`config.mk`:
```
export PLATFORM = sky130hd
export DESIGN_NAME = effective_address_generator
export DESIGN_NICKNAME = d
export VERILOG_FILES = /design/src/inc/ea_gen_pkg.sv /design/src/rtl/effective_address_generator.sv
export SDC_FILE = /design/constraint.sdc
export NUM_CORES = 1
export LEC_CHECK = 0
export BUFFER_PORTS_ARGS = -buffer_cell sky130_fd_sc_hd__buf_4
export CORE_ASPECT_RATIO = 1.4
export CORE_UTILIZATION = 50
export DETAILED_ROUTE_END_ITERATION = 8
export GPL_ROUTABILITY_DRIVEN = 0
export MAX_ROUTING_LAYER = met4
export PLACE_DENSITY_LB_ADDON = 0.08
export SLEW_MARGIN = 10
export SYNTH_ARGS = -nofsm -noshare
export SYNTH_HDL_FRONTEND = slang
export SYNTH_SLANG_ARGS = --single-unit
export TNS_END_PERCENT = 5
```
`constraint.sdc`:
```
create_clock -name mclk_i -period 13.85 [get_ports mclk_i]
set_clock_uncertainty 0.2 [all_clocks]
set_input_delay 2.77 -clock mclk_i [delete_from_list [all_inputs] [get_ports mclk_i]]
set_output_delay 2.77 -clock mclk_i [all_outputs]
set_load 0.01 [all_outputs]
```
`src/inc/ea_gen_pkg.sv`:
```
package ea_gen_pkg;

    // ==========================================================
    // Widths and register file
    // ==========================================================
    localparam int ADDR_W = 32;
    localparam int REG_SEL_W = 3;
    localparam int NUM_GPR = 8;
    localparam logic [2:0] STACK_PTR_SEL = 3'h4;
    localparam logic [ADDR_W-1:0] REAL_LIMIT = 32'h0000FFFF;
    localparam int HALF_W = 16;

    // ==========================================================
    // Encodings
    // ==========================================================
    typedef enum logic [1:0] {
        SCALE_1 = 2'h0,
        SCALE_2 = 2'h1,
        SCALE_4 = 2'h2,
        SCALE_8 = 2'h3
    } scale_type;

    typedef enum logic [1:0] {
        DISP_NONE = 2'h0,
        DISP_8 = 2'h1,
        DISP_16 = 2'h2,
        DISP_32 = 2'h3
    } disp_size_type;

    typedef enum logic [1:0] {
        OPND_MEM = 2'h0,
        OPND_REG = 2'h1,
        OPND_IMM = 2'h2
    } opnd_kind_type;

    typedef enum logic [1:0] {
        ST_IDLE = 2'h0,
        ST_SUM = 2'h1,
        ST_DONE = 2'h2
    } ea_state_type;

    // ==========================================================
    // Carriers
    // ==========================================================
    typedef struct packed {
        opnd_kind_type kind;
        logic base_en;
        logic [REG_SEL_W-1:0] base_sel;
        logic index_en;
        logic [REG_SEL_W-1:0] index_sel;
        scale_type scale;
        disp_size_type disp_size;
        logic [ADDR_W-1:0] disp;
        logic [REG_SEL_W-1:0] reg_sel;
        logic [ADDR_W-1:0] imm;
        logic default_big;
        logic real_mode;
        logic opnd_prefix;
        logic addr_prefix;
    } ea_req_type;

    typedef struct packed {
        logic [ADDR_W-1:0] linear;
        logic [ADDR_W-1:0] offset;
        logic [ADDR_W-1:0] operand;
        logic addr32;
        logic opnd32;
        logic gp_fault;
        logic bad_form;
    } ea_rsp_type;

endpackage

```
`src/rtl/effective_address_generator.sv`:
```
// Overview of operation
// (RL1) Linear address is segment base plus effective address.
// (RL2) Effective address is base plus scaled index plus displacement.
// (RL3) Index is scaled only by one, two, four or eight.
// (RL4) Stack pointer register is never an index; others may be.
// (RL5) 32-bit addressing takes 8- or 32-bit displacements, any base, any index but the stack pointer.
// (RL6) 16-bit addressing takes only 8- or 16-bit displacements.
// (RL7) No extra cycles except one more when base and index both used.
// (RL8) Nine memory modes built from the four components.
// (RL9) Direct mode takes offset straight from the displacement.
// (RL10) Default-size bit 0 gives 16-bit sizes, 1 gives 32-bit.
// (RL11) Real mode defaults to 16-bit operand and address sizes.
// (RL12) Size prefixes invert the default for one instruction only.
// (RL13) Real mode faults on addresses beyond FFFFh even with prefix.
// (RL14) Address prefix permits extended forms, not a wider real range.
// (RL15) Register and immediate operands are also supported.
// (RL16) Sum is truncated to address size before fault check and base add.
`timescale 1ns/1ps
`default_nettype none

module effective_address_generator
    import ea_gen_pkg::*;
(
    input wire logic mclk_i,
    input wire logic nrst_i,
    input wire logic req_valid_i,
    input wire ea_req_type req_i,
    input wire logic [ADDR_W-1:0] seg_base_i,
    input wire logic [NUM_GPR*ADDR_W-1:0] gpr_i,
    output logic busy_o,
    output logic rsp_valid_o,
    output ea_rsp_type rsp_o
);

    // ==========================================================
    // Helpers
    // ==========================================================
    function automatic logic [ADDR_W-1:0] pick_gpr(
        input logic [NUM_GPR*ADDR_W-1:0] file,
        input logic [REG_SEL_W-1:0] sel
    );
        pick_gpr = file[sel*ADDR_W +: ADDR_W];
    endfunction

    function automatic logic [ADDR_W-1:0] fit(
        input logic [ADDR_W-1:0] v,
        input logic wide
    );
        fit = wide ? v : {{HALF_W{1'b0}}, v[HALF_W-1:0]};
    endfunction

    // Displacements are sign-extended, so a short negative one reaches back.
    function automatic logic [ADDR_W-1:0] ext_disp(
        input logic [ADDR_W-1:0] d,
        input disp_size_type sz
    );
        unique case (sz)
            DISP_NONE: ext_disp = '0;
            DISP_8: ext_disp = {{24{d[7]}}, d[7:0]};
            DISP_16: ext_disp = {{HALF_W{d[15]}}, d[15:0]};
            DISP_32: ext_disp = d;
        endcase
    endfunction

    // ==========================================================
    // Combinational address formation
    // ==========================================================
    ea_state_type state_r;
    ea_req_type hold_r;
    logic [ADDR_W-1:0] seg_r;
    logic [ADDR_W-1:0] part_r;
    ea_req_type cur;
    logic addr32;
    logic opnd32;
    logic [ADDR_W-1:0] base_v;
    logic [ADDR_W-1:0] index_v;
    logic [ADDR_W-1:0] disp_v;
    logic [ADDR_W-1:0] base_plus_disp;
    logic [ADDR_W-1:0] ea_sum;
    logic bad_form;
    logic two_step;

    assign cur = (state_r == ST_SUM) ? hold_r : req_i;
    // Real mode forces 16-bit default regardless of D bit. [RL10] [RL11]
    // Prefix inverts default for this request only. [RL12]
    assign addr32 = (cur.default_big & ~cur.real_mode) ^ cur.addr_prefix;
    assign opnd32 = (cur.default_big & ~cur.real_mode) ^ cur.opnd_prefix;

    always_comb begin
        base_v = cur.base_en ? pick_gpr(gpr_i, cur.base_sel) : '0; // [RL2]
        index_v = '0;
        if (cur.index_en && cur.index_sel != STACK_PTR_SEL) begin // [RL4]
            index_v = pick_gpr(gpr_i, cur.index_sel) << cur.scale; // [RL3]
        end
        disp_v = ext_disp(cur.disp, cur.disp_size);
        base_plus_disp = base_v + disp_v;
        // Direct mode falls out with base and index absent. [RL9] [RL8]
        // Truncation comes first: a 16-bit sum wraps rather than faults.
        ea_sum = fit(((state_r == ST_SUM) ? part_r : base_plus_disp)
            + index_v, addr32); // [RL16] [RL2]
    end

    // ==========================================================
    // Form checks
    // ==========================================================
    always_comb begin
        // 16-bit forms: no 32-bit displacement; a scaled
        // index is an extended form that needs the address prefix.
        bad_form = 1'b0;
        if (cur.kind == OPND_MEM) begin
            if (addr32) begin
                bad_form = (cur.disp_size == DISP_16); // [RL5]
            end else begin
                bad_form = (cur.disp_size == DISP_32) // [RL6]
                    || (cur.index_en && cur.scale != SCALE_1); // [RL14]
            end
            bad_form = bad_form
                || (cur.index_en && cur.index_sel == STACK_PTR_SEL); // [RL4]
            if (!cur.base_en && !cur.index_en
                && cur.disp_size == DISP_NONE) begin
                bad_form = 1'b1; // [RL8]
            end
        end
    end

    // Base and index together take a second adder pass. [RL7]
    // The register file is read again in the second pass; it must hold still.
    assign two_step = req_i.kind == OPND_MEM && req_i.base_en
        && req_i.index_en;

    // ==========================================================
    // Sequencing
    // ==========================================================
    // Requests during the second pass are dropped; busy_o tells the decoder.
    always_ff @(posedge mclk_i or negedge nrst_i) begin
        if (!nrst_i) begin
            state_r <= ST_IDLE;
            hold_r <= '0;
            seg_r <= '0;
            part_r <= '0;
        end else begin
            unique case (state_r)
                ST_IDLE, ST_DONE: begin
                    if (req_valid_i && two_step) begin
                        state_r <= ST_SUM; // [RL7]
                        hold_r <= req_i;
                        seg_r <= seg_base_i;
                        part_r <= base_plus_disp;
                    end else begin
                        state_r <= req_valid_i ? ST_DONE : ST_IDLE;
                    end
                end
                ST_SUM: begin
                    state_r <= ST_DONE;
                end
                default: begin
                    state_r <= ST_IDLE;
                end
            endcase
        end
    end

    // ==========================================================
    // Result registers
    // ==========================================================
    logic take;
    logic [ADDR_W-1:0] seg_now;
    // A response leaves on each single-step request taken outside the second pass and on each second pass.
    assign take = (state_r == ST_SUM) || (req_valid_i && !two_step
        && state_r != ST_SUM);
    assign seg_now = (state_r == ST_SUM) ? seg_r : seg_base_i;

    always_ff @(posedge mclk_i or negedge nrst_i) begin
        if (!nrst_i) begin
            rsp_valid_o <= 1'b0;
        end else begin
            rsp_valid_o <= take;
        end
    end

    always_ff @(posedge mclk_i or negedge nrst_i) begin
        if (!nrst_i) begin
            busy_o <= 1'b0;
        end else begin
            busy_o <= (state_r != ST_SUM) && req_valid_i && two_step;
        end
    end

    // The response holds until the next one, so it may be read late.
    always_ff @(posedge mclk_i or negedge nrst_i) begin
        if (!nrst_i) begin
            rsp_o <= '0;
        end else begin
            if (take) begin
                rsp_o.addr32 <= addr32;
                rsp_o.opnd32 <= opnd32;
                rsp_o.offset <= '0;
                rsp_o.linear <= '0;
                rsp_o.operand <= '0;
                rsp_o.gp_fault <= 1'b0;
                rsp_o.bad_form <= 1'b0;
                unique case (cur.kind)
                    OPND_REG: begin
                        rsp_o.operand <= fit(pick_gpr(gpr_i, cur.reg_sel),
                            opnd32); // [RL15]
                    end
                    OPND_IMM: begin
                        rsp_o.operand <= fit(cur.imm, opnd32); // [RL15]
                    end
                    default: begin
                        rsp_o.offset <= ea_sum;
                        rsp_o.linear <= seg_now + ea_sum; // [RL1]
                        rsp_o.bad_form <= bad_form;
                        // Prefix never widens the real-mode range. [RL13]
                        rsp_o.gp_fault <= cur.real_mode
                            && (ea_sum > REAL_LIMIT); // [RL14]
                    end
                endcase
            end
        end
    end

endmodule // effective_address_generator

`default_nettype wire

```
==> results of run 1 <==
-- final cells by class --
cell class	count	area share, %
well taps	558	2.52
inverters	49	0.673
multi-input cells	2103	56.0
clock buffers	42	3.09
repair buffers	509	13.8
diodes	36	0.325
flip-flops and latches	253	22.9
clock inverters	12	0.727
-- flip-flops by register name, indices dropped and copies added, names as in the netlist --
signal       cells
state_r          2
rsp_valid_o      1
hold_r          85
seg_r           32
rsp_o          100
busy_o           1
part_r          32
-- power by group through the flow --
stage               Sequential [mW]  Clock [mW]  Combinational, mW
finish                         1.02       0.858               1.60
detailed placement             1.03           0               1.56
global route                   1.04       0.892               1.73
CTS                            1.02       0.863               1.57
floorplan                      1.03           0              0.980
global placement               1.02           0               1.53
-- cell usage in the layout (no fill, tap or decap), drive strengths merged, types with 5 or more instances in the layout --
master / n
nor3b: 5
nor3: 18
mux2i: 89
and2: 8
nor2: 51
nand2b: 20
xnor2: 40
o211ai: 8
o31ai: 14
o21bai: 6
a22o: 55
inv: 51
o21ai: 122
diode: 36
a311o: 7
mux2: 37
nand3: 21
nand3b: 6
clkbuf: 42
a31oi: 27
xor2: 43
mux4: 192
and3: 19
a211oi: 17
ha: 96
a21o: 36
bufinv: 5
a22oi: 35
a2111oi: 7
o21a: 10
a21boi: 6
dfrtp: 253
buf: 509
nand4: 8
nand2: 915
nor2b: 12
a21oi: 124
-- through the flow --
step	util (%)	hold slack, ns
after CTS	62.3	0.269
after global placement	59.9	0.248
after global routing	62.5	0.287
final	62.5	0.272
after detailed placement	59.9	0.254
after floorplan	-	0.234
-- synth_stat cells (all sizes together) (3+ instances only) --
master   count  area share [%]
o21ai      122             2.7
buf         37            0.74
xor2        43             1.7
a21o        36             1.2
a2111oi      7            0.27
nor2        51            0.85
mux4       192              19
o21a        10            0.33
nor3        18            0.40
o2111ai      3            0.12
nor3b        5            0.17
ha          96             5.3
a21oi      124             2.8
nor2b       12            0.33
a31oi       27            0.75
o21bai       6            0.20
clkbuf     123             2.1
a22o        55             2.1
mux2i       89             4.0
nand4        8            0.22
or3          4            0.11
xnor2       40             1.6
inv         49            0.82
and4         3            0.12
o211ai       8            0.27
mux2        37             1.9
a21boi       6            0.20
a311o        7            0.31
a211o        4            0.16
nand3       21            0.47
or2          4            0.11
fa           3            0.27
and3        19            0.53
a22oi       35             1.2
and2         8            0.22
dfrtp      253              28
o31ai       14            0.47
nand2      915              15
a211oi      17            0.57
nand3b       6            0.20
nand2b      20            0.56
-- cells by family after synthesis --
| group | after synthesis | synth area share [%] |
|---|---|---|
| DFF | 253 | 28.1 |
| adders and majority gates | 99 | 5.60 |
| AOI/OAI and AO/OA | 499 | 14.4 |
| buffers and inverters | 209 | 3.61 |
| xor gates and xnor gates | 84 | 3.33 |
| muxes | 318 | 25.1 |
| and+or+nand+nor | 1103 | 19.9 |
-- layer usage --
| layer | vias up | routed length (um) | global-route usage (%) |
|---|---|---|---|
| met5 | - | 0 | - |
| met3 | 292 | 8010 | 7.42 |
| met4 | 0 | 8380 | 32.5 |
| met2 | 1367 | 43500 | 64.1 |
| li1 | 10003 | - | - |
| met1 | 10925 | 30900 | 43.8 |
-- final timing paths --
check	endpoint	slack, ns
min reg2reg	hold_r[78]	0.27
min in group asynchronous	seg_r[5]	1.96
max in group asynchronous	hold_r[33]	9.80
min	hold_r[78]	0.27
max	rsp_o[96]	2.44
max reg2reg	rsp_o[96]	3.46
==> impl_metrics.yaml, run 1 <==
sta:
  min_period_over_period_pct: 82.4
  finalMaxSlewViolations: 0
  finalHoldViolCount: 0
  fmaxAchievable_mhz: 87.6
  setup_violations: 0
  fin_ws_ns: 2.44
  rsz0062_at_grt: "no"
  max_slew_margin_pct: 25.7
  finalCriticalPeriod_ns: 11.41
  setup_tns_ns: 0
  worst_pin_slew_ns: 1.09
logic_synthesis:
  synth.avg_cell_area_sq_um: 8.78
  syn-instance-count: 2565
  ys_warn_count: 0
  synth_edf_count: 0
  synthArstFlopShare_pct: 100
  syn-num-nets: 3040
  synth_area_sq_um: 22500
  synth-seq-cells: 253
  ys_types: 72
  synth_seq_area_share_pct: 28.1
  synthFlopType: "dfrtp_1"
flow_run:
  cap_violations: 0
final_layout:
  syn2layout_area_growth_pct: 23.0
  design_area_sq_um: 27700
  drive_above_1_share_pct: 27.3
  multiInputGateArea_sq_um: 15500
  ff_latch_area_sq_um: 6330
  final_nets: 3420
  stdcell_count: 3562
  fillers: 3855
floorplanning:
  die_y_um: 253
  rows: 91
  core_sq_um: 44300
  start_util_pct: 50.8
  io-pin-count: 478
  fp.dieW_um: 181
  fp.dieArea_sq_um: 45900
critical_path:
  critical_path_class: "primary input to register"
  crit_family: "compound AO/OA/AOI/OAI gates"
  worst_path_max_delay_cell: "buf_4"
  crit_buf_inv: 2
  crit_path_frequent_cell: "o21ai_0"
  rr_startpoint: "state_r[0]"
  worst_setup_path_end_kind: "register"
  crit_fanout: 38
  crit_start: "req_i[79]"
  cp.arrival_ns: 11.64
  crit_path_max_incr_delay_ns: 0.70
  rr_worst_depth: 33
  crit_cells: 30
  startpoint_type: "primary input"
  worstPathRequired_ns: 14.07
worst_hold_path:
  hp-start: "hold_r[78]"
  hold_path.class: "register to register"
  whs_path_depth: 1
power_and_ir_drop:
  p_seq_share_pct: 29.3
  total_power_mw: 3.47
  combPwrFrac_pct: 46.0
  switching_share_pct: 38.4
  switchingPower_mw: 1.33
  irDropWorstVdd_uv: 104
  internal_power_mw: 2.14
  power_density_nw_per_um2: 125
  clkPwrFrac_pct: 24.7
  leakage_nw: 13.5
drt:
  wl_per_cell_um: 25.5
  totalWireLength_mm: 90.9
  viasPerCell: 6.34
  dr.pass1.iters: 6
  via_count: 22587
  ant_nets: 0
  route.detailed.drc: 0
  drtIter0Drc: 2171
global_routing:
  grt.overflow.total: 0
  grt.total_usage_pct: 40.1
  grt_pass1_vias: 22229
  grt_pass1_wl_mm: 134
  antenna_found_initial: 34
  grt_max_degree: 100
clock_network:
  post_cts_buffers: 0
  clk_pin_slew_ns: 0.07
  cts_sinks: 253
  clock_latency_ns: 0.57
  hold_buffers: 0
  cts_max_path_buffers: 3
  cts_tree: "yes"
  cts_resized: 0
  cts_max_level: 1
  cts_root_buffer: "clkbuf_16"
  numCtsBuffers: 29
placement:
  io_buffer_count: 477
  placed_cell_area_sq_um: 26600
  hpwl_mm: 70.1
  pre_cts_ws_ns: 1.93
  dp_cells: 3472
run_status:
  status: "finished clean"
Note: power is estimated with default switching activity, not from simulation.
==> inputs of run 2 (changes only) <==
ABC_AREA = 1   (was default)
clock period = 9.3 ns   (was 13.85 ns; I/O delays follow)
==> impl_metrics.yaml, run 2 <==
run_status:
  status: "finished clean"
logic_synthesis:
  synth_area_sq_um: 24000
  muxShareOfSynthArea_pct: 0
  syn-num-nets: 4293
  synth_edf_count: 0
  synth_top_area_share_pct: 26.3
  ys_types: 55
  synthArstFlopShare_pct: 100
  synth_compound_area_share_pct: 30.6
  synth_top_family_by_area: "compound AO/OA/AOI/OAI gates"
  synth_xor_area_share_pct: 1.78
  yosys.area_share.simple_pct: 25.8
  synthFlopType: "dfrtp_1"
  synth.avg_cell_area_sq_um: 6.29
  yosysMostFrequentCell: "nand2_1"
  syn-instance-count: 3818
  synth_seq_area_share_pct: 26.3
  ys_warn_count: 0
  synth.area.top_cells: "dfrtp_1 (26%), nand2_1 (16%), o21ai_0 (13%)"
  synth_top_area_cell: "dfrtp_1"
  ys_top_cells_by_count: "nand2_1 (1004), o21ai_0 (640), inv_1 (364)"
  synth-seq-cells: 253
  synthAdderAreaFrac_pct: 5.25
power_and_ir_drop:
  power_density_nw_per_um2: 183
  total_power_mw: 5.34
  leakage_nw: 14.6
  irDropWorstVdd_uv: 172
sta:
  max_slew_margin_pct: 19.1
  worst_pin_slew_ns: 1.21
  fmaxAchievable_mhz: 114
  finalMaxSlewViolations: 0
  setup_violations: 0
  setup_tns_ns: 0
  finalCriticalPeriod_ns: 8.74
  holdWs_ns: 0.265
  min_period_over_period_pct: 94.0
  fin_ws_ns: 0.556
  rsz0062_at_grt: "no"
  finalHoldViolCount: 0
clock_network:
  clock_latency_ns: 0.58
  cts_max_level: 1
  cts_max_path_buffers: 3
  cts_root_buffer: "clkbuf_16"
  clk_pin_slew_ns: 0.06
  cts_tree: "yes"
  numCtsBuffers: 26
  cts_sinks: 253
  hold_buffers: 0
placement:
  hpwl_mm: 79.7
  io_buffer_count: 477
  pre_cts_ws_ns: 0.125
  dp_cells: 4757
  placed_cell_area_sq_um: 28200
global_routing:
  grt.total_usage_pct: 42.4
  grt_max_degree: 145
  grt.overflow.total: 0
  antenna_found_initial: 9
  grt_pass1_vias: 27091
  grt_pass1_wl_mm: 155
final_layout:
  final_common_cell: "nand2_1"
  largest-register: "rsp_o"
  drive_above_1_share_pct: 16.2
  stdcell_count: 4815
  largest_reg_flops: 100
  final_cell_mix: "nand2_1 (1000), o21ai_0 (639), buf_4 (561), inv_1 (361), dfrtp_1 (253)"
  final_nets: 4639
  syn2layout_area_growth_pct: 21.3
  final_core_util_pct: 61.8
  biggestRegsByFlops: "rsp_o x100, hold_r x85"
  fillers: 4575
  design_area_sq_um: 29200
drt:
  ant_nets: 0
  dr.pass1.iters: 7
  drtIter0Drc: 3326
  totalWireLength_mm: 103
  viasPerCell: 6.06
  route.detailed.drc: 0
  via_count: 29178
  wl_per_cell_um: 21.4
floorplanning:
  fp.dieArea_sq_um: 49000
  fp.dieW_um: 187
  start_util_pct: 51.0
  die_y_um: 261
  core_sq_um: 47200
  io-pin-count: 478
  rows: 94
critical_path:
  worst_path_max_delay_cell: "fa_1"
  crit_buf_inv: 5
  startpoint_type: "primary input"
  cp.arrival_ns: 9.00
  worstPathRequired_ns: 9.56
  critical_path_class: "primary input to register"
  worst_setup_path_end_kind: "register"
  crit_family: "compound AO/OA/AOI/OAI gates"
  crit_path_max_incr_delay_ns: 0.45
  crit_fanout: 57
worst_hold_path:
  hold_path.class: "register to register"
flow_run:
  cap_violations: 0
## run 2: layout make-up
cell class	instances	area, sq um	share of cell area, %
clock inverters	10	171	0.588
well taps	624	781	2.68
diodes	9	22.5	0.0773
repair buffers	569	4370	15.0
clock buffers	36	738	2.53
flip-flops and latches	253	6330	21.7
multi-input cells	2944	15300	52.6
inverters	370	1400	4.79
## run 2: power breakdown
| part | internal, mW | switching (mW) |
|---|---|---|
| logic | 1.00 | 1.68 |
| clock network | 0.668 | 0.481 |
| registers | 1.35 | 0.154 |
## run 2: cells by family (layout without fill, tap and decap cells)
logic type	after synthesis	after routing
AND/OR/NAND/NOR	1528	1528
adder cells (fa/ha/maj)	99	99
AO/OA/AOI/OAI	1268	1269
flip-flops	253	253
other	0	9
buffers and inverters	622	985
XOR/XNOR	48	48
## run 2: path summary, 6_finish.rpt
kind / end / slack, ns / depth (start not counted) / from
max: rsp_o[90] / 0.56 / 38 / req_i[79]
min: seg_r[31] / 0.26 / 2 / seg_r[31]
max reg2reg: rsp_o[90] / 0.96 / 41 / state_r[0]
min reg2reg: seg_r[31] / 0.26 / 2 / seg_r[31]
max in group asynchronous: rsp_o[8] / 5.98 / 3 / nrst_i
min in group asynchronous: rsp_o[61] / 1.09 / 1 / nrst_i
## run 2: timing repair
| item | 4_1_cts | 5_1_grt |
|---|---|---|
| buffers inserted | 0 | 2 |
| endpoints found under the setup margin | 0 | 1 |
| gates resized for setup | 0 | 1 |
## run 2: layer usage
metal  part of all wire [%]  up-vias  GRT usage (%)
li1                       -    13682              -
met1                     35    13293           47.1
met2                     45     1769           67.1
met3                    9.1      434           5.21
met4                     10        0           38.3
met5                      0        -              -
## run 2: tightest hold or removal path, cell delays in order, from the launching register on
cell	delay [ns]
dfrtp_1	0.34
nand2_1	0.05
nand2_1	0.05
